### src/timer_pkg.sv
// shared constants, bus carriers and state codes of the up-count timer
package timer_pkg;

  // widths
  localparam int ADDR_W = 8;
  localparam int DATA_W = 32;
  localparam int CNT_W  = 16;

  // register byte offsets
  localparam logic [ADDR_W-1:0] OFS_CONTROL_0      = 8'h00;
  localparam logic [ADDR_W-1:0] OFS_CONTROL_1      = 8'h04;
  localparam logic [ADDR_W-1:0] OFS_DMA_IRQ_ENABLE = 8'h0C;
  localparam logic [ADDR_W-1:0] OFS_IRQ_FLAGS      = 8'h10;
  localparam logic [ADDR_W-1:0] OFS_SOFTWARE_EVENT = 8'h14;
  localparam logic [ADDR_W-1:0] OFS_COUNTER_VALUE  = 8'h24;
  localparam logic [ADDR_W-1:0] OFS_CLOCK_DIVIDER  = 8'h28;
  localparam logic [ADDR_W-1:0] OFS_AUTO_RELOAD    = 8'h2C;

  // field positions
  localparam int BIT_COUNT_ENABLE       = 0;
  localparam int BIT_UPDATE_DISABLE     = 1;
  localparam int BIT_UPDATE_SOURCE      = 2;
  localparam int BIT_SINGLE_PULSE       = 3;
  localparam int BIT_RELOAD_SHADOW      = 7;
  localparam int MMS_LSB                = 4;
  localparam int MMS_MSB                = 6;
  localparam int BIT_UPDATE_IRQ_ENABLE  = 0;
  localparam int BIT_UPDATE_DMA_ENABLE  = 8;
  localparam int BIT_UPDATE_EVENT_FLAG  = 0;
  localparam int BIT_SW_UPDATE_REQUEST  = 0;

  // master mode codes
  localparam logic [2:0] TRG_ON_RESET  = 3'h0;
  localparam logic [2:0] TRG_ON_START  = 3'h1;
  localparam logic [2:0] TRG_ON_UPDATE = 3'h2;

  // reset values
  localparam logic [CNT_W-1:0]  CNT_RST  = 16'h0000;
  localparam logic [CNT_W-1:0]  ARR_RST  = 16'h0000;
  localparam logic [CNT_W-1:0]  PSC_RST  = 16'h0000;
  localparam logic [2:0]        MMS_RST  = 3'h0;
  localparam logic [DATA_W-1:0] WORD_RST = 32'h00000000;

  // apb request and answer
  typedef struct packed {
    logic              psel;
    logic              penable;
    logic              pwrite;
    logic [ADDR_W-1:0] paddr;
    logic [DATA_W-1:0] pwdata;
  } apb_req_s;

  typedef struct packed {
    logic [DATA_W-1:0] prdata;
    logic              pready;
    logic              pslverr;
  } apb_rsp_s;

  typedef enum logic [1:0] {
    BUS_IDLE = 2'b01,
    BUS_RESP = 2'b10
  } bus_state_e;

endpackage

### src/timer_basic.sv
// basic 16-bit up-count timer with apb registers and trigger output
`timescale 1ns/100ps
`default_nettype none
module timer_basic
  import timer_pkg::*;
(
  input  wire logic                CLK,
  input  wire logic                RST_B,
  input  wire logic                CE,
  input  wire timer_pkg::apb_req_s APB_REQ,
  output timer_pkg::apb_rsp_s      APB_RSP,
  input  wire logic                MASTER_RESET_IN,
  input  wire logic                PAUSE_TRIGGER_IN,
  output logic                     TRIGGER_OUTPUT,
  output logic                     UPDATE_DMA_REQ,
  output logic                     UPDATE_IRQ
);

  bus_state_e       state_r;
  bus_state_e       state_nxt;
  apb_rsp_s         rsp_r;
  apb_rsp_s         rsp_nxt;

  logic             count_enable_r;
  logic             update_disable_r;
  logic             update_source_select_r;
  logic             single_pulse_mode_r;
  logic             reload_shadow_enable_r;
  logic [2:0]       mms_r;
  logic             update_irq_enable_r;
  logic             update_dma_enable_r;
  logic             update_event_flag_r;
  logic [CNT_W-1:0] counter_value_r;
  logic [CNT_W-1:0] prescaler_value_r;
  logic [CNT_W-1:0] reload_pre_r;
  logic [CNT_W-1:0] reload_act_r;
  logic             trg_r;
  logic             dma_r;
  logic             irq_r;

  logic             mrst_s1_r;
  logic             mrst_s2_r;
  logic             mrst_q_r;
  logic             pause_s1_r;
  logic             pause_s2_r;
  logic             start_q_r;

  // exact word address compare, used by every decode
  function automatic logic hit(input logic [ADDR_W-1:0] a,
                               input logic [ADDR_W-1:0] ofs);
    hit = (a == ofs);
  endfunction

  // bus phase decode
  wire              access   = APB_REQ.psel & APB_REQ.penable;
  wire              rd_start = access & (state_r == BUS_IDLE);
  wire              bus_done = access & (state_r == BUS_RESP);
  wire              wr_done  = bus_done & APB_REQ.pwrite;
  wire [DATA_W-1:0] wd       = APB_REQ.pwdata;
  wire [ADDR_W-1:0] ad       = APB_REQ.paddr;

  // write strobes, taken only at the completing edge
  wire wr_ctl0  = wr_done & hit(ad, OFS_CONTROL_0);
  wire wr_ctl1  = wr_done & hit(ad, OFS_CONTROL_1);
  wire wr_inten = wr_done & hit(ad, OFS_DMA_IRQ_ENABLE);
  wire wr_flags = wr_done & hit(ad, OFS_IRQ_FLAGS);
  wire wr_swev  = wr_done & hit(ad, OFS_SOFTWARE_EVENT);
  wire wr_cnt   = wr_done & hit(ad, OFS_COUNTER_VALUE);
  wire wr_psc   = wr_done & hit(ad, OFS_CLOCK_DIVIDER);
  wire wr_arr   = wr_done & hit(ad, OFS_AUTO_RELOAD);

  wire mapped = hit(ad, OFS_CONTROL_0) | hit(ad, OFS_CONTROL_1) |
                hit(ad, OFS_DMA_IRQ_ENABLE) | hit(ad, OFS_IRQ_FLAGS) |
                hit(ad, OFS_SOFTWARE_EVENT) | hit(ad, OFS_COUNTER_VALUE) |
                hit(ad, OFS_CLOCK_DIVIDER) | hit(ad, OFS_AUTO_RELOAD);

  // read words; unlisted bits stay zero
  wire [DATA_W-1:0] rd_ctl0 = {24'h000000, reload_shadow_enable_r, 3'h0,
                               single_pulse_mode_r, update_source_select_r,
                               update_disable_r, count_enable_r};
  wire [DATA_W-1:0] rd_ctl1  = {25'h0000000, mms_r, 4'h0};
  wire [DATA_W-1:0] rd_inten = {23'h000000, update_dma_enable_r, 7'h00,
                                update_irq_enable_r};
  wire [DATA_W-1:0] rd_flags = {31'h00000000, update_event_flag_r};
  wire [DATA_W-1:0] rd_cnt   = {16'h0000, counter_value_r};
  wire [DATA_W-1:0] rd_psc   = {16'h0000, prescaler_value_r};
  wire [DATA_W-1:0] rd_arr   = {16'h0000, reload_pre_r};

  // the request bit is never stored, so it always reads zero
  wire [DATA_W-1:0] rd_word =
    hit(ad, OFS_CONTROL_0)      ? rd_ctl0  :
    hit(ad, OFS_CONTROL_1)      ? rd_ctl1  :
    hit(ad, OFS_DMA_IRQ_ENABLE) ? rd_inten :
    hit(ad, OFS_IRQ_FLAGS)      ? rd_flags :
    hit(ad, OFS_COUNTER_VALUE)  ? rd_cnt   :
    hit(ad, OFS_CLOCK_DIVIDER)  ? rd_psc   :
    hit(ad, OFS_AUTO_RELOAD)    ? rd_arr   : WORD_RST;

  // one wait state: answer is registered in the first access cycle
  always_comb
  begin
    state_nxt = state_r;
    rsp_nxt   = rsp_r;
    case (state_r)
      BUS_IDLE:
      begin
        if (rd_start)
        begin
          state_nxt       = BUS_RESP;
          rsp_nxt.pready  = 1'b1;
          rsp_nxt.prdata  = APB_REQ.pwrite ? WORD_RST : rd_word;
          rsp_nxt.pslverr = ~mapped;
        end
      end
      BUS_RESP:
      begin
        state_nxt       = BUS_IDLE;
        rsp_nxt.pready  = 1'b0;
        rsp_nxt.prdata  = WORD_RST;
        rsp_nxt.pslverr = 1'b0;
      end
      default:
      begin
        state_nxt = BUS_IDLE;
        rsp_nxt   = '0;
      end
    endcase
  end

  // pin synchronisers; stage one feeds stage two only
  always_ff @(posedge CLK or negedge RST_B)
    if (!RST_B)
    begin
      mrst_s1_r  <= 1'b0;
      mrst_s2_r  <= 1'b0;
      mrst_q_r   <= 1'b0;
      pause_s1_r <= 1'b0;
      pause_s2_r <= 1'b0;
    end
    else if (CE)
    begin
      mrst_s1_r  <= MASTER_RESET_IN;
      mrst_s2_r  <= mrst_s1_r;
      mrst_q_r   <= mrst_s2_r;
      pause_s1_r <= PAUSE_TRIGGER_IN;
      pause_s2_r <= pause_s1_r;
    end

  // counter reset sources
  wire sw_update = wr_swev & wd[BIT_SW_UPDATE_REQUEST];
  wire mrst_evt  = mrst_s2_r & ~mrst_q_r;
  wire ctr_clear = sw_update | mrst_evt;

  // counting and overflow
  wire              tick;
  wire [CNT_W-1:0]  reload_eff = reload_shadow_enable_r ? reload_act_r
                                                        : reload_pre_r;
  wire              ovf = tick & (counter_value_r == reload_eff);

  // update is blocked by the disable bit; reinit still happens
  wire upd_evt = ~update_disable_r & (ovf | ctr_clear);
  // flag source may be narrowed to overflow only
  wire flag_set = ~update_disable_r &
                  (ovf | (~update_source_select_r & ctr_clear));
  wire spm_stop = single_pulse_mode_r & upd_evt;

  wire [CNT_W-1:0] cnt_nxt =
    ctr_clear ? CNT_RST :
    wr_cnt    ? wd[CNT_W-1:0] :
    ovf       ? CNT_RST :
    tick      ? CNT_W'(counter_value_r + 16'h0001) : counter_value_r;

  // software write of enable wins over the single pulse stop
  wire cen_nxt = wr_ctl0  ? wd[BIT_COUNT_ENABLE] :
                 spm_stop ? 1'b0 : count_enable_r;

  // a clear write and an event in one cycle: the event wins
  wire flag_nxt = flag_set |
                  (update_event_flag_r &
                   ~(wr_flags & ~wd[BIT_UPDATE_EVENT_FLAG]));

  // trigger source selection; unlisted codes stay silent
  wire start_lvl = count_enable_r | pause_s2_r;
  wire start_evt = start_lvl & ~start_q_r;
  wire trg_nxt = (mms_r == TRG_ON_RESET)  ? ctr_clear :
                 (mms_r == TRG_ON_START)  ? start_evt :
                 (mms_r == TRG_ON_UPDATE) ? upd_evt   :
                 1'b0;

  timer_prescaler u_prescaler
  (
    .clk     (CLK),
    .rst_b   (RST_B),
    .ce      (CE),
    .run     (count_enable_r),
    .clear   (ctr_clear),
    .load    (upd_evt),
    .preload (prescaler_value_r),
    .tick    (tick)
  );

  // bus state and registered answer
  always_ff @(posedge CLK or negedge RST_B)
    if (!RST_B)
    begin
      state_r <= BUS_IDLE;
      rsp_r   <= '0;
    end
    else if (CE)
    begin
      state_r <= state_nxt;
      rsp_r   <= rsp_nxt;
    end

  // control registers written by software
  always_ff @(posedge CLK or negedge RST_B)
    if (!RST_B)
    begin
      update_disable_r       <= 1'b0;
      update_source_select_r <= 1'b0;
      single_pulse_mode_r    <= 1'b0;
      reload_shadow_enable_r <= 1'b0;
      mms_r                  <= MMS_RST;
      update_irq_enable_r    <= 1'b0;
      update_dma_enable_r    <= 1'b0;
      prescaler_value_r      <= PSC_RST;
      reload_pre_r           <= ARR_RST;
    end
    else if (CE)
    begin
      if (wr_ctl0)
      begin
        update_disable_r       <= wd[BIT_UPDATE_DISABLE];
        update_source_select_r <= wd[BIT_UPDATE_SOURCE];
        single_pulse_mode_r    <= wd[BIT_SINGLE_PULSE];
        reload_shadow_enable_r <= wd[BIT_RELOAD_SHADOW];
      end
      if (wr_ctl1)
        mms_r <= wd[MMS_MSB:MMS_LSB];
      if (wr_inten)
      begin
        update_irq_enable_r <= wd[BIT_UPDATE_IRQ_ENABLE];
        update_dma_enable_r <= wd[BIT_UPDATE_DMA_ENABLE];
      end
      if (wr_psc)
        prescaler_value_r <= wd[CNT_W-1:0];
      if (wr_arr)
        reload_pre_r <= wd[CNT_W-1:0];
    end

  // counting state and event flag
  always_ff @(posedge CLK or negedge RST_B)
    if (!RST_B)
    begin
      count_enable_r      <= 1'b0;
      counter_value_r     <= CNT_RST;
      reload_act_r        <= ARR_RST;
      update_event_flag_r <= 1'b0;
      start_q_r           <= 1'b0;
    end
    else if (CE)
    begin
      count_enable_r      <= cen_nxt;
      counter_value_r     <= cnt_nxt;
      update_event_flag_r <= flag_nxt;
      start_q_r           <= start_lvl;
      if (upd_evt)
        reload_act_r <= reload_pre_r;
    end

  // outputs straight from flops
  always_ff @(posedge CLK or negedge RST_B)
    if (!RST_B)
    begin
      trg_r <= 1'b0;
      dma_r <= 1'b0;
      irq_r <= 1'b0;
    end
    else if (CE)
    begin
      trg_r <= trg_nxt;
      dma_r <= flag_set & update_dma_enable_r;
      irq_r <= flag_nxt & update_irq_enable_r;
    end

  assign APB_RSP        = rsp_r;
  assign TRIGGER_OUTPUT = trg_r;
  assign UPDATE_DMA_REQ = dma_r;
  assign UPDATE_IRQ     = irq_r;

endmodule
`default_nettype wire

### src/timer_prescaler.sv
// prescaler counter with preload and shadow copy
`timescale 1ns/100ps
`default_nettype none
module timer_prescaler
  import timer_pkg::*;
(
  input  wire logic             clk,
  input  wire logic             rst_b,
  input  wire logic             ce,
  input  wire logic             run,
  input  wire logic             clear,
  input  wire logic             load,
  input  wire logic [CNT_W-1:0] preload,
  output logic                  tick
);

  logic [CNT_W-1:0] shadow_r;
  logic [CNT_W-1:0] pcnt_r;
  logic [CNT_W-1:0] pcnt_nxt;

  // one tick every shadow+1 kernel cycles while running
  assign tick     = run & (pcnt_r == shadow_r);
  assign pcnt_nxt = clear ? PSC_RST :
                    tick  ? PSC_RST :
                    run   ? CNT_W'(pcnt_r + 16'h0001) : pcnt_r;

  // shadow only moves on an update, so a new divide ratio never splits a period
  always_ff @(posedge clk or negedge rst_b)
    if (!rst_b)
    begin
      shadow_r <= PSC_RST;
      pcnt_r   <= PSC_RST;
    end
    else if (ce)
    begin
      if (load)
        shadow_r <= preload;
      pcnt_r <= pcnt_nxt;
    end

endmodule
`default_nettype wire
### config.mk
export PLATFORM = sky130hd
export DESIGN_NAME = timer_basic
export DESIGN_NICKNAME = d
export VERILOG_FILES = /design/src/timer_pkg.sv /design/src/timer_basic.sv /design/src/timer_prescaler.sv
export SDC_FILE = /design/constraint.sdc
export NUM_CORES = 1
export LEC_CHECK = 0
export ABC_AREA = 1
export BUFFER_PORTS_ARGS = -buffer_cell sky130_fd_sc_hd__buf_4
export CAP_MARGIN = 20
export CORE_UTILIZATION = 64
export DETAILED_ROUTE_END_ITERATION = 8
export PLACE_DENSITY = 0.88
export REMOVE_ABC_BUFFERS = 1
export SLEW_MARGIN = 0
export SYNTH_ARGS = -nofsm -noshare
export SYNTH_HDL_FRONTEND = slang
export SYNTH_HIERARCHICAL = 1
export SYNTH_SLANG_ARGS = --single-unit
### constraint.sdc
create_clock -name CLK -period 5.2 [get_ports CLK]
set_input_delay 0.52 -clock CLK [delete_from_list [all_inputs] [get_ports CLK]]
set_output_delay 0.52 -clock CLK [all_outputs]
set_load 0.005 [all_outputs]
# Word-level counts from Yosys, hierarchy flattened
# Index checks and enable logic that the tools add are counted.
totals:
  register_bits: 152
  word_cells: 128
  latch_bits: 0
  ram_bits: 0
  memories: 0
  out_inout_bits: 37
  mem_bits_ro: 0
  inputBits: 48
op_classes:
  mul: 0
  n_shift: 0
  div: 0
  mux: 25
  n_lt_le_gt_ge: 0
  bitwise_logic: 44
  reduce_logical: 15
  eq_ne: 14
  add_sub_neg: 2
op_table:
  columns: ["op", "n"]
  rows:
  - ["$mux 16", 16]
  - ["$mux 34", 2]
  - ["$add 16x1->16 const B", 2]
  - ["$eq 16x16->1", 2]
  - ["$and 1x1->1", 25]
  - ["$eq 8x6->1 const B", 3]
  - ["$reduce_and 2->1", 10]
  - ["$eq 8x5->1 const B", 2]
  - ["$or 1x1->1", 12]
  - ["$eq 8x3->1 const B", 1]
  - ["$eq 8x4->1 const B", 1]
  - ["$logic_not 8->1", 1]
  - ["$not 1->1", 7]
  - ["$mux 1", 5]
  - ["$mux 2", 2]
  - ["$reduce_bool 4->1", 1]
  - ["$eq 3x1->1 const B", 1]
  - ["$eq 3x2->1 const B", 1]
  - ["$logic_not 3->1", 1]
  - ["$reduce_bool 3->1", 1]
  - ["$eq 2x1->1 const B", 1]
  - ["$eq 2x2->1 const B", 1]
  - ["$ne 2x2->1 const B", 1]
  - ["$reduce_bool 2->1", 1]

# Depth between registers and ports, before layout
# Gate-level depths: netlist (run 1).
logic_depth:
  depth_word: 11
  ltp_mapped: 19
  depth_no_buf: 18

# By module
# The synthesis (run 1) kept the hierarchy.
modules_own_cells:
  columns: ["module", "seq_area_each_um2", "cells_per_inst", "area_each_um2", "instances"]
  rows:
  - ["timer_basic", 2578.7, 728, 5496.5, 1]
  - ["timer_prescaler", 800.8, 251, 1861.8, 1]

# Worst setup path before layout (run 1)
# Ideal clock, no wire load.
synth_timing:
  path_type: "flip-flop to flip-flop"
  from: "register u_prescaler.pcnt_r[2]"
  to: "register u_prescaler.shadow_r[10]"
  required_ns: 5.075
  path_stages_with_launch: 19
  setup_ns: 0.125
  t_arrival_ns: 2.171
  path_buffers: 1
  slack_ns: 2.904
  synth_period_minus_slack_ns: 2.296
  path_cell_list: "dfrtp_1 inv_1 nor2_1 nor2_1 nand3_1 nor3_1 nand4_1 nor2_1 nand2_1 nor2_1 nand2_1 nor2_2 nand3_2 nand2_2 nand2_1 inv_1 nand2_1 clkbuf_1 mux2_2"
synth_via:
  elab_chain_cells: 6
synth_rtl:
  columns: ["item", "line", "source"]
  rows:
  - ["start, declared", "timer_prescaler.sv:18", "logic [CNT_W-1:0] pcnt_r;"]
  - ["start signal, assigned", "timer_prescaler.sv:38", "pcnt_r <= pcnt_nxt;"]
  - ["$eq 16x16->1", "timer_prescaler.sv:22", "assign tick = run & (pcnt_r == shadow_r);"]
  - ["$and 1x1->1", "timer_prescaler.sv:22", null]
  - ["named net tick", "timer_basic.sv:155", "wire tick;"]
  - ["$and 1x1->1", "timer_basic.sv:158", "wire ovf = tick & (counter_value_r == reload_eff);"]
  - ["$or 1x1->1", "timer_basic.sv:161", "wire upd_evt = ~update_disable_r & (ovf | ctr_clear);"]
  - ["$and 1x1->1", "timer_basic.sv:161", null]
  - ["named net upd_evt", "timer_basic.sv:161", null]
  - ["$reduce_and 2->1 (no source line)", null, null]
  - ["end signal, assigned", "timer_prescaler.sv:37", "shadow_r <= preload;"]
  - ["end, declared", "timer_prescaler.sv:17", "logic [CNT_W-1:0] shadow_r;"]
# The timed path passes the listed nets, and every way through them passes these cells.
# A chain may end at the register's enable or synchronous reset.

# Worst setup path after layout (run 1)
layout_timing:
  from: "register count_enable_r"
  to: "register u_prescaler.shadow_r[8]"
layout_via:
  elab_chain_cells: 5
layout_rtl:
  columns: ["item", "line", "source"]
  rows:
  - ["start, declared", "timer_basic.sv:24", "logic count_enable_r;"]
  - ["start signal, assigned", "timer_basic.sv:263", "count_enable_r <= cen_nxt;"]
  - ["$and 1x1->1", "timer_prescaler.sv:22", null]
  - ["named net tick", "timer_basic.sv:155", null]
  - ["$and 1x1->1", "timer_basic.sv:158", null]
  - ["$or 1x1->1", "timer_basic.sv:161", null]
  - ["$and 1x1->1", "timer_basic.sv:161", null]
  - ["named net upd_evt", "timer_basic.sv:161", null]
  - ["$reduce_and 2->1 (no source line)", null, null]
# The timed path passes the listed nets, and every way through them passes these cells.

==> results of run 1 <==
## worst max-delay path, stage by stage, from the launching register on
cell and delay, ns:
sky130_fd_sc_hd__dfrtp_1 0.47, sky130_fd_sc_hd__inv_1 0.12, sky130_fd_sc_hd__nor2_1 0.12, sky130_fd_sc_hd__nand3_1 0.07, sky130_fd_sc_hd__nor3_1 0.13, sky130_fd_sc_hd__nand4_1 0.10, sky130_fd_sc_hd__nor2_1 0.33, sky130_fd_sc_hd__nand2_1 0.09
sky130_fd_sc_hd__nor2_1 0.10, sky130_fd_sc_hd__nand2_1 0.08, sky130_fd_sc_hd__nor2_2 0.16, sky130_fd_sc_hd__nand3_2 0.14, sky130_fd_sc_hd__nand2_2 0.13, sky130_fd_sc_hd__nand2_1 0.10, sky130_fd_sc_hd__inv_1 0.08, sky130_fd_sc_hd__nand2_1 0.52
sky130_fd_sc_hd__mux2_2 0.50
## power groups by stage
stage	combinational (uW)	clock (uW)	sequential (uW)
after detailed placement	380	0	1200
after global placement	367	0	1200
final	390	1280	1190
after CTS	383	1280	1180
after global routing	441	1330	1200
after floorplan	244	0	1190
## through the flow
step                worst slack (ns)  std cells  power [uW]
floorplan                       2.65        951        1430
global placement                2.02       1148        1570
detailed placement              2.00       1148        1580
CTS                             1.97       1180        2850
global route                    1.62       1181        2970
finish                          1.83       1181        2860
## area by class of cell
type                       count  area share (%)
clock buffer                  20            5.31
clock inverter                12            2.11
inverter                     111            4.96
multi-input combinational    705            39.9
sequential                   135            40.2
tap                          140            2.08
timing repair buffer          58            5.46
## metal layers
metal	track usage, %	part of all wire, %	vias to the layer above
li1	-	-	3238
met5	0	0	-
met1	45.5	39	3258
met2	58.8	47	419
met4	19.2	4.7	0
met3	8.37	9.4	97
## how the worst min path moves through the flow
stage | to | slack, ns | cells after the start
3_3_place_gp | pause_s1_r | 0.46 | 2
2_1_floorplan | APB_RSP[0] | 0.22 | 0
4_1_cts | u_prescaler/pcnt_r[9] | 0.21 | 1
6_report | pause_s1_r | 0.17 | 1
3_5_place_dp | pause_s1_r | 0.47 | 2
5_1_grt | pause_s1_r | 0.24 | 1
## sequential cells by signal, indices dropped and copies added, names as in the netlist, 2 cells and up
name and count:
prescaler_value_r 16, reload_pre_r 16, state_r 2, mms_r 3
reload_act_r 16, APB_RSP 17, counter_value_r 16, u_prescaler/pcnt_r 16
u_prescaler/shadow_r 16
## cell usage in the layout (no fill, tap or decap), types with 5 or more instances in the layout
cell type                   count
sky130_fd_sc_hd__nand2_1      325
sky130_fd_sc_hd__a21oi_1       30
sky130_fd_sc_hd__o21ai_2        5
sky130_fd_sc_hd__nor4_1         9
sky130_fd_sc_hd__conb_1        16
sky130_fd_sc_hd__inv_1        100
sky130_fd_sc_hd__o22ai_1       12
sky130_fd_sc_hd__buf_4         56
sky130_fd_sc_hd__inv_2         10
sky130_fd_sc_hd__nor2_1        72
sky130_fd_sc_hd__o21ai_1        8
sky130_fd_sc_hd__nand3_1       46
sky130_fd_sc_hd__dfrtp_1      134
sky130_fd_sc_hd__nor3_1         9
sky130_fd_sc_hd__a221oi_1      15
sky130_fd_sc_hd__nand4_1        7
sky130_fd_sc_hd__o21ai_0       89
sky130_fd_sc_hd__xor2_1        20
sky130_fd_sc_hd__clkbuf_16     17
## cells by family after synthesis
logic type	after synthesis	share of synthesized area [%]
and+or+nand+nor	490	27.8
muxes	3	0.459
xor gates and xnor gates	24	2.86
adders and majority gates	2	0.340
DFF	135	45.9
other	1	0.0510
AOI/OAI and AO/OA	170	13.3
buffers and inverters	154	9.28
==> results by group, run 1 <==
Detailed routing
  – DR iter-0 viols: 854
  – Number of design rule violations left after detail routing: 0
  – Wirelength per Cell: 17.3 um
  – Vias: 7012
  – DR pass1 iterations: 7
  – DR vias/cell: 5.94
  – Final wirelength: 20400 um
  – Antenna-violating nets left: 0

STA
  – Final worst path period share: 64.8%
  – Transition time at the pin with the least slew margin: 0.985 ns
  – Hold_ws: 0.171 ns
  – Total count of hold-check failures in the final report: 0
  – Headroom to the max-slew limit: 34.2%
  – Setup-violating endpoint count in the final report: 0
  – Unrepaired setup endpoints after global routing: false
  – Accumulated negative setup slack: 0 ns
  – Final Slew Violations: 0
  – Worst clock skew: 0.0103 ns
  – Achievable Freq: 297 MHz
  – Shortest clock period the worst path allows after layout: 3.37 ns

Synth
  – Share of the synthesized area in the top cell type: 45.6%
  – Fraction of synthesis flops using an asynchronous set or reset pin: 100%
  – Syn avg cell area: 7.52 um2
  – Cell types with the highest counts after synthesis: 325 x sky130_fd_sc_hd__nand2_1, 134 x sky130_fd_sc_hd__dfrtp_1, 100 x sky130_fd_sc_hd__inv_1
  – Yosys warns: 6
  – Synthesized flop and latch total: 135
  – Post-Syn Instances: 979
  – Synthesized area: 0.00736 mm2
  – Portion of the post-synthesis area used by sequential elements: 45.9%
  – Most common cell in the netlist: sky130_fd_sc_hd__nand2_1
  – Distinct cell type count after synthesis: 43
  – Most used DFF post-synth: sky130_fd_sc_hd__dfrtp_1
  – Number of enable flip-flop cells after synthesis: 0
  – Most area-consuming cells after synthesis: sky130_fd_sc_hd__dfrtp_1 46%, sky130_fd_sc_hd__nand2_1 17%, sky130_fd_sc_hd__o21ai_0 6.1%
  – Cell taking the most area after synthesis: sky130_fd_sc_hd__dfrtp_1

Global route
  – Initial antenna violation count: 0
  – Congestion Overflow GR: 0
  – Wire length of the first global-routing pass: 32500 um
  – Number of global-route vias before repair: 6784
  – Global routing usage summed across all routing layers: 36.4%
  – Pin count of the biggest net entering global routing: 92

Power and ir drop
  – Pwr per Cell Area: 340 mW/mm2
  – Static leakage: 0.00412 uW
  – Sequential power share: 41.5%
  – Net load switching power: 787 uW
  – Logic pwr share: 13.7%
  – Max VDD drop: 0.377 mV
  – Sw Ratio: 27.5%
  – Part of the power in the clock network: 44.8%
  – Internal Dissipation: 2070 uW

Clocking
  – Clock buffer depth: 2
  – CTS-repair resized insts: 0
  – Number of buffers inserted for hold repair after clock tree synthesis: 0
  – Setup fix buffers added after clock tree synthesis: 0
  – H-tree depth: 4
  – CTS tree: done
  – Clock-pin slew on the worst setup and hold paths: 0.06 ns
  – Total number of clock tree sinks: 135
  – Clock root buffer: sky130_fd_sc_hd__clkbuf_16
  – Number of CTS-inserted buffers: 17
  – Clk_lat worst skew: 0.42 ns

Layout
  – Fraction of the core area covered by cells at the end of the flow: 76.2%
  – Multi-input logic area: 0.00335 mm2
  – Fill cells: 815
  – Design Area, Final: 0.00841 mm2
  – Area growth from synthesis to layout: 14.2%
  – Final net count: 1078
  – Register area: 0.00338 mm2
  – N_diodes: 0
  – Share of layout cells above drive strength 1: 12.0%

Worst setup path
  – Data required time at the worst endpoint: 5.50 ns
  – CP startpoint: count_enable_r
  – Critical path destination: u_prescaler/shadow_r[8]
  – Critical path class: reg -> reg
  – CP startpoint kind: flop
  – Critical path capture point type: flop
  – WP data arrival: 3.67 ns
  – FF-to-FF Start: count_enable_r
  – Destination of the worst register-to-register timing path: u_prescaler/shadow_r[8]
  – Worst Reg-to-Reg Cells: 16
  – Slack of the worst reg-to-reg path: 1.83 ns
  – Biggest fanout along the worst timing path: 29

Floorplanning
  – Placeable core region: 0.0110 mm2
  – Width of the chip: 109 um
  – I/O pin count: 85
  – Die boundary height: 109 um
  – Die footprint: 0.0119 mm2
  – Std-Cell Rows: 38
  – Initial cell density of the core: 66.7%

Placed design
  – HPWL after detailed placement: 13600 um
  – Count of port buffers added during placement: 52
  – Routability cong.: 0.988
  – Area after detailed placement: 0.00775 mm2

Status
  – Result of the run: finished clean

Min path
  – Path category of the worst min-delay check: in -> async

Run
  – Max-cap check violation count: 0
Power figures use the tool's default switching activity.
==> run 2: changes to the inputs <==
- CORE_UTILIZATION: 64 -> 53
- PLACE_DENSITY: 0.88 -> 0.78
- clock period: 5.2 -> 2.7 ns (I/O delays scaled with it)
==> run 2 against run 1 <==
Worst setup slack worse by 1.6 ns. Clock power is 70% higher. Wire length is 4.1% lower. Die area is 20% higher. Combinational power is 110% higher. Largest power group is now sequential cells. Sequential power is 92% higher. Sequential share of layout area is 1.2 points lower. Critical endpoint is now u_prescaler/shadow_r[10]. Via count is 3.0% lower. Critical path depth is 2 higher. Worst hold slack worse by 0.12 ns. Register-to-register slack worse by 1.6 ns. Cell count is 5.4% higher.
==> results by group, run 2 (synthesized netlist as in run 1, its figures left out) <==
Floorplanning
  – Width of the chip: 120 um (was 109 um)
  – Die footprint: 0.0144 mm2 (was 0.0119 mm2)
  – Initial cell density of the core: 54.9% (was 66.7%)
  – Placeable core region: 0.0134 mm2 (was 0.0110 mm2)
  – I/O pin count: 85 (unchanged)
  – Die boundary height: 120 um (was 109 um)
  – Std-Cell Rows: 42 (was 38)

STA
  – Final worst path period share: 92.2% (was 64.8%)
  – Setup-violating endpoint count in the final report: 0 (unchanged)
  – Hold_ws: 0.0512 ns (was 0.171 ns)
  – Final Slew Violations: 0 (unchanged)
  – Unrepaired setup endpoints after global routing: true (was false)
  – Total count of hold-check failures in the final report: 0 (unchanged)
  – Worst clock skew: 0.00882 ns (was 0.0103 ns)
  – Transition time at the pin with the least slew margin: 0.568 ns (was 0.985 ns)
  – Achievable Freq: 402 MHz (was 297 MHz)
  – Headroom to the max-slew limit: 61.8% (was 34.2%)
  – Shortest clock period the worst path allows after layout: 2.49 ns (was 3.37 ns)

Layout
  – Multi-input logic area: 0.00339 mm2 (was 0.00335 mm2)
  – Max FFs per register: 17 (unchanged)
  – Final net count: 1106 (was 1078)
  – Fraction of the core area covered by cells at the end of the flow: 64.6% (was 76.2%)
  – Most common library cell in the layout ignoring fill and taps: sky130_fd_sc_hd__nand2_1 (unchanged)
  – Fill cells: 1152 (was 815)
  – Area growth from synthesis to layout: 17.7% (was 14.2%)
  – Share of layout cells above drive strength 1: 15.2% (was 12.0%)
  – Commonest cells after routing, fill and taps aside: 323 x sky130_fd_sc_hd__nand2_1, 134 x sky130_fd_sc_hd__dfrtp_1, 97 x sky130_fd_sc_hd__inv_1 (was 325 x sky130_fd_sc_hd__nand2_1, 134 x sky130_fd_sc_hd__dfrtp_1, 100 x sky130_fd_sc_hd__inv_1)
  – Register area: 0.00338 mm2 (unchanged)
  – N_diodes: 0 (unchanged)

Clocking
  – Clock-pin slew on the worst setup and hold paths: 0.06 ns (about the same)
  – CTS tree: done (unchanged)
  – Total number of clock tree sinks: 135 (unchanged)
  – Clock root buffer: sky130_fd_sc_hd__clkbuf_16 (unchanged)
  – Clk_lat worst skew: 0.42 ns (about the same)
  – H-tree depth: 4 (unchanged)
  – Clock buffer depth: 2 (unchanged)
  – Number of CTS-inserted buffers: 17 (unchanged)

Worst setup path
  – Critical path class: reg -> reg (unchanged)
  – Destination of the worst register-to-register timing path: u_prescaler/shadow_r[10] (was u_prescaler/shadow_r[8])
  – Data required time at the worst endpoint: 3.00 ns (was 5.50 ns)
  – Worst Reg-to-Reg Cells: 18 (was 16)
  – CP startpoint kind: flop (unchanged)
  – CP startpoint: u_prescaler/pcnt_r[2] (was count_enable_r)
  – Biggest fanout along the worst timing path: 8 (was 29)
  – Critical path capture point type: flop (unchanged)
  – Slack of the worst reg-to-reg path: 0.21 ns (was 1.83 ns)
  – Critical path destination: u_prescaler/shadow_r[10] (was u_prescaler/shadow_r[8])
  – FF-to-FF Start: u_prescaler/pcnt_r[2] (was count_enable_r)
  – WP data arrival: 2.79 ns (was 3.67 ns)

Power and ir drop
  – Part of the power in the clock network: 41.2% (was 44.8%)
  – Sw Ratio: 28.7% (was 27.5%)
  – Pwr per Cell Area: 608 mW/mm2 (was 340 mW/mm2)
  – Logic pwr share: 15.6% (was 13.7%)
  – Max VDD drop: 0.450 mV (was 0.377 mV)
  – Net load switching power: 1510 uW (was 787 uW)
  – Static leakage: 0.00424 uW (was 0.00412 uW)
  – Internal Dissipation: 3760 uW (was 2070 uW)
  – Sequential power share: 43.2% (was 41.5%)

Global route
  – Number of global-route vias before repair: 6525 (was 6784)
  – Congestion Overflow GR: 0 (unchanged)
  – Pin count of the biggest net entering global routing: 49 (was 92)
  – Global routing usage summed across all routing layers: 28.9% (was 36.4%)
  – Wire length of the first global-routing pass: 32000 um (was 32500 um)
  – Initial antenna violation count: 0 (unchanged)

Detailed routing
  – DR vias/cell: 5.46 (was 5.94)
  – DR iter-0 viols: 607 (was 854)
  – Final wirelength: 19600 um (was 20400 um)
  – Wirelength per Cell: 15.7 um (was 17.3 um)
  – Vias: 6800 (was 7012)
  – Antenna-violating nets left: 0 (unchanged)
  – DR pass1 iterations: 5 (was 7)
  – Number of design rule violations left after detail routing: 0 (unchanged)

Placed design
  – HPWL after detailed placement: 14100 um (was 13600 um)
  – Count of port buffers added during placement: 52 (unchanged)
  – Routability cong.: 0.973 (was 0.988)

Run
  – Max-cap check violation count: 0 (unchanged)

Status
  – Result of the run: finished clean (unchanged)

Min path
  – Path category of the worst min-delay check: in -> reg (was in -> async)
==> run 2: critical path, stage by stage (launching register included) <==
cell and delay (ns):
sky130_fd_sc_hd__dfrtp_1 0.38, sky130_fd_sc_hd__inv_2 0.07, sky130_fd_sc_hd__nor2_2 0.04, sky130_fd_sc_hd__nor2_2 0.12, sky130_fd_sc_hd__nand3_2 0.08, sky130_fd_sc_hd__nor3_2 0.17, sky130_fd_sc_hd__nand4_1 0.12, sky130_fd_sc_hd__nor2_2 0.16
sky130_fd_sc_hd__nand2_1 0.06, sky130_fd_sc_hd__nor2_1 0.08, sky130_fd_sc_hd__nand2_1 0.08, sky130_fd_sc_hd__nor2_2 0.09, sky130_fd_sc_hd__nand3_2 0.11, sky130_fd_sc_hd__nand2_2 0.12, sky130_fd_sc_hd__nand2_2 0.07, sky130_fd_sc_hd__inv_2 0.07
sky130_fd_sc_hd__nand2_4 0.08, sky130_fd_sc_hd__buf_12 0.16, sky130_fd_sc_hd__mux2_4 0.29
==> run 2: timing repair <==
item                                   4_1_cts  5_1_grt
setup buffers                                0        4
gates resized for setup                      0       15
hold buffers                                 1        0
setup endpoints to repair                    0       22
endpoints found under the hold margin       43        0
==> run 2: layout make-up <==
type / count / share of cell area, %
Sequential cell: 135 / 39.0
Inverter: 111 / 4.83
Tap cell: 176 / 2.54
Multi-Input combinational cell: 705 / 39.2
Clock inverter: 11 / 1.16
Timing Repair Buffer: 86 / 8.08
Clock buffer: 21 / 5.20
==> run 2: layer usage <==
layer  vias up  wire length [um]  global-route usage, %
met1      3225              8310                   37.6
met3        41              1300                   6.89
li1       3297                 -                      -
met2       237              9430                   46.2
met4         0               528                   12.3
met5         -                 0                      0
==> run 2: stage by stage <==
| stage | setup WS (ns) | TNS [ns] | total power [uW] | std cells | instance area, um2 |
|---|---|---|---|---|---|
| 2_1_floorplan | 0.147 | 0 | 2760 | 951 | 7150 |
| 3_3_place_gp | 0.176 | 0 | 3060 | 1206 | 7980 |
| 3_5_place_dp | 0.140 | 0 | 3080 | 1206 | 7980 |
| 4_1_cts | 0.116 | 0 | 5250 | 1239 | 8540 |
| 5_1_grt | -0.0340 | -0.0435 | 5500 | 1245 | 8660 |
| 6_report | 0.209 | 0 | 5270 | 1245 | 8660 |
==> run 2: power by group through the flow <==
stage                     Clock, uW  Combinational (uW)  Sequential, uW
after CTS                      2190                 786            2270
after global placement            0                 763            2300
final                          2170                 822            2280
after floorplan                   0                 470            2290
after global routing           2280                 932            2290
after detailed placement          0                 781            2300
==> run 2: how the worst min path moves through the flow <==
stage | slack (ns) | to | startpoint | cells past startpoint
floorplan | -0.03 | APB_RSP[0] | RST_B | 0
global placement | 0.22 | pause_s1_r | RST_B | 1
detailed placement | 0.22 | pause_s1_r | RST_B | 1
CTS | 0.04 | pause_s1_r | PAUSE_TRIGGER_IN | 3
global route | 0.06 | pause_s1_r | PAUSE_TRIGGER_IN | 3
finish | 0.05 | pause_s1_r | PAUSE_TRIGGER_IN | 3
==> run 3: changes to the inputs <==
- GPL_TIMING_DRIVEN: unset -> 0
==> run 3 against run 2 <==
Core utilization down 0.71 points. Wire length up 2.0%. Non-clock buffer count down 24. Power up 3.9%. Sequential power about the same. Cell area down 1.1%. Maximum frequency down 2.3%. Clock skew about the same.
==> results by group, run 3 (synthesized netlist as in run 1, its figures left out) <==
Power and ir drop
  – Sw Ratio: 28.3% (was 28.7%)
  – Static leakage: 0.00415 uW (was 0.00424 uW)
  – Sequential power share: 41.8% (was 43.2%)
  – Internal Dissipation: 3930 uW (was 3760 uW)
  – Net load switching power: 1550 uW (was 1510 uW)
  – Pwr per Cell Area: 639 mW/mm2 (was 608 mW/mm2)
  – Logic pwr share: 14.5% (was 15.6%)
  – Max VDD drop: 0.481 mV (was 0.450 mV)
  – Part of the power in the clock network: 43.7% (was 41.2%)

Clocking
  – Number of CTS-inserted buffers: 17 (unchanged)
  – H-tree depth: 4 (unchanged)
  – Clock-pin slew on the worst setup and hold paths: 0.06 ns (about the same)
  – Clock root buffer: sky130_fd_sc_hd__clkbuf_16 (unchanged)
  – Clock buffer depth: 2 (unchanged)
  – CTS tree: done (unchanged)
  – Clk_lat worst skew: 0.43 ns (was 0.42 ns)
  – Total number of clock tree sinks: 135 (unchanged)

Placed design
  – Routability cong.: 0.908 (was 0.973)
  – Minimum setup slack after placement: -0.755 ns (was 0.140 ns)
  – Area after detailed placement: 0.00780 mm2 (was 0.00798 mm2)
  – HPWL after detailed placement: 13600 um (was 14100 um)
  – Count of port buffers added during placement: 52 (unchanged)

Worst setup path
  – Critical Path, Cell by Cell: inv_1 -> nand2_1 -> nand2_1 -> nand2_1 -> nor2_1 -> nand4_1 -> nor2_4 -> nand2_1 -> nor2_1 -> nand2_1 -> nor2_2 -> nand3_4 -> nand2_4 -> nand2_2 -> inv_4 -> nand2_8 -> mux2_2 (was inv_2 -> nor2_2 -> nor2_2 -> nand3_2 -> nor3_2 -> nand4_1 -> nor2_2 -> nand2_1 -> nor2_1 -> nand2_1 -> nor2_2 -> nand3_2 -> nand2_2 -> nand2_2 -> inv_2 -> nand2_4 -> buf_12 -> mux2_4)
  – CP startpoint kind: flop (unchanged)
  – Biggest fanout along the worst timing path: 15 (was 8)
  – Critical path capture point type: flop (unchanged)
  – Most frequent cell on the critical path: sky130_fd_sc_hd__nand2_1 (was sky130_fd_sc_hd__nor2_2)
  – Worst-path cell with the longest stage delay: sky130_fd_sc_hd__dfrtp_1 (unchanged)
  – Top Family by Delay on Critical Path: simple AND/OR/NAND/NOR gates (unchanged)
  – WP data arrival: 2.86 ns (was 2.79 ns)
  – Sum of buffers and inverters on the critical path: 2 (was 3)
  – Critical path class: reg -> reg (unchanged)
  – Largest incremental delay on the critical path: 0.39 ns (was 0.38 ns)
  – Data required time at the worst endpoint: 3.01 ns (was 3.00 ns)

Floorplanning
  – I/O pin count: 85 (unchanged)
  – Die footprint: 0.0144 mm2 (unchanged)
  – Width of the chip: 120 um (unchanged)
  – Placeable core region: 0.0134 mm2 (unchanged)
  – Die boundary height: 120 um (unchanged)
  – Initial cell density of the core: 54.9% (unchanged)
  – Std-Cell Rows: 42 (unchanged)

STA
  – Total count of hold-check failures in the final report: 0 (unchanged)
  – Shortest clock period the worst path allows after layout: 2.55 ns (was 2.49 ns)
  – Setup-violating endpoint count in the final report: 0 (unchanged)
  – Fin worst setup slack: 0.151 ns (was 0.209 ns)
  – Achievable Freq: 392 MHz (was 402 MHz)
  – Headroom to the max-slew limit: 41.9% (was 61.8%)
  – Transition time at the pin with the least slew margin: 0.866 ns (was 0.568 ns)
  – Final Slew Violations: 0 (unchanged)
  – Hold_ws: 0.0497 ns (was 0.0512 ns)
  – Worst clock skew: 0.00870 ns (was 0.00882 ns)
  – Final worst path period share: 94.4% (was 92.2%)

Layout
  – Area growth from synthesis to layout: 16.4% (was 17.7%)
  – Design Area, Final: 0.00857 mm2 (was 0.00866 mm2)
  – Fraction of the core area covered by cells at the end of the flow: 63.9% (was 64.6%)
  – Share of layout cells above drive strength 1: 13.8% (was 15.2%)
  – Final net count: 1084 (was 1106)
  – Most common library cell in the layout ignoring fill and taps: sky130_fd_sc_hd__nand2_1 (unchanged)
  – Max FFs per register: 17 (unchanged)
  – N_diodes: 0 (unchanged)
  – Commonest cells after routing, fill and taps aside: 320 x sky130_fd_sc_hd__nand2_1, 131 x sky130_fd_sc_hd__dfrtp_1, 98 x sky130_fd_sc_hd__inv_1 (was 323 x sky130_fd_sc_hd__nand2_1, 134 x sky130_fd_sc_hd__dfrtp_1, 97 x sky130_fd_sc_hd__inv_1)

Detailed routing
  – Vias: 6852 (was 6800)
  – DR pass1 iterations: 6 (was 5)
  – Number of design rule violations left after detail routing: 0 (unchanged)
  – DR vias/cell: 5.60 (was 5.46)
  – Antenna-violating nets left: 0 (unchanged)
  – Wirelength per Cell: 16.3 um (was 15.7 um)
  – DR iter-0 viols: 785 (was 607)
  – Final wirelength: 20000 um (was 19600 um)

Global route
  – Initial antenna violation count: 0 (unchanged)
  – Congestion Overflow GR: 0 (unchanged)
  – Number of global-route vias before repair: 6309 (was 6525)
  – Wire length of the first global-routing pass: 31500 um (was 32000 um)
  – Global routing usage summed across all routing layers: 28.6% (was 28.9%)
  – Pin count of the biggest net entering global routing: 86 (was 49)

Status
  – Result of the run: finished clean (unchanged)

Run
  – Max-cap check violation count: 0 (unchanged)

Min path
  – Path category of the worst min-delay check: in -> reg (unchanged)
run 3: cell type report:
cell class | instances | area, um2
repair buffers | 62 | 492
well taps | 176 | 220
flip-flops and latches | 135 | 3390
fillers | 1162 | 4830
clock buffers | 18 | 439
clock inverters | 14 | 175
multi-input cells | 707 | 3420
inverters | 111 | 429
run 3: per-layer routing:
layer,GRT usage [%],up-vias,share of wire [%]
met5,0,-,0
met4,11.3,0,2.5
met3,6.51,44,8.5
met2,46.4,319,48
met1,37.2,3230,40
li1,-,3259,-
run 3: metrics by stage:
| step | power, uW | setup TNS [ns] | std cells |
|---|---|---|---|
| after global placement | 3010 | -33.93 | 1179 |
| after global routing | 5710 | -0.0820 | 1223 |
| final | 5470 | 0 | 1223 |
| after floorplan | 2760 | 0 | 951 |
| after detailed placement | 3050 | -25.98 | 1182 |
| after CTS | 5450 | -0.0332 | 1215 |
run 3: what timing repair did:
| item | CTS | global route |
|---|---|---|
| hold buffers | 1 | 0 |
| cloned | 0 | 2 |
| setup buffers | 0 | 5 |
| hold endpoints to repair | 50 | 0 |
| setup endpoints to repair | 54 | 44 |
| resized for setup | 10 | 14 |
| pin swaps | 0 | 4 |
run 3: worst paths after layout:
| kind | startpoint | endpoint | slack (ns) | cells after the start |
|---|---|---|---|---|
| max | u_prescaler/pcnt_r[14] | u_prescaler/shadow_r[8] | 0.15 | 17 |
| min | MASTER_RESET_IN | mrst_s1_r | 0.05 | 3 |
| max reg2reg | u_prescaler/pcnt_r[14] | u_prescaler/shadow_r[8] | 0.15 | 17 |
| min reg2reg | mrst_s1_r | mrst_s1_r | 0.47 | 2 |
| max in group asynchronous | RST_B | prescaler_value_r[7] | 1.55 | 3 |
| min in group asynchronous | RST_B | mrst_s1_r | 0.37 | 2 |
run 3: worst register-to-register path, delay by kind of cell (launching register included):
family | cells | cell delay (ns)
simple gates | 14 | 1.53
flops | 1 | 0.39
mux | 1 | 0.29
buf+inv | 2 | 0.24
run 3: power groups by stage:
stage / Combinational (uW) / Sequential [uW] / Clock, uW
global route: 899 / 2300 / 2510
CTS: 748 / 2280 / 2410
detailed placement: 735 / 2310 / 0
finish: 795 / 2290 / 2390
global placement: 704 / 2310 / 0
floorplan: 470 / 2290 / 0
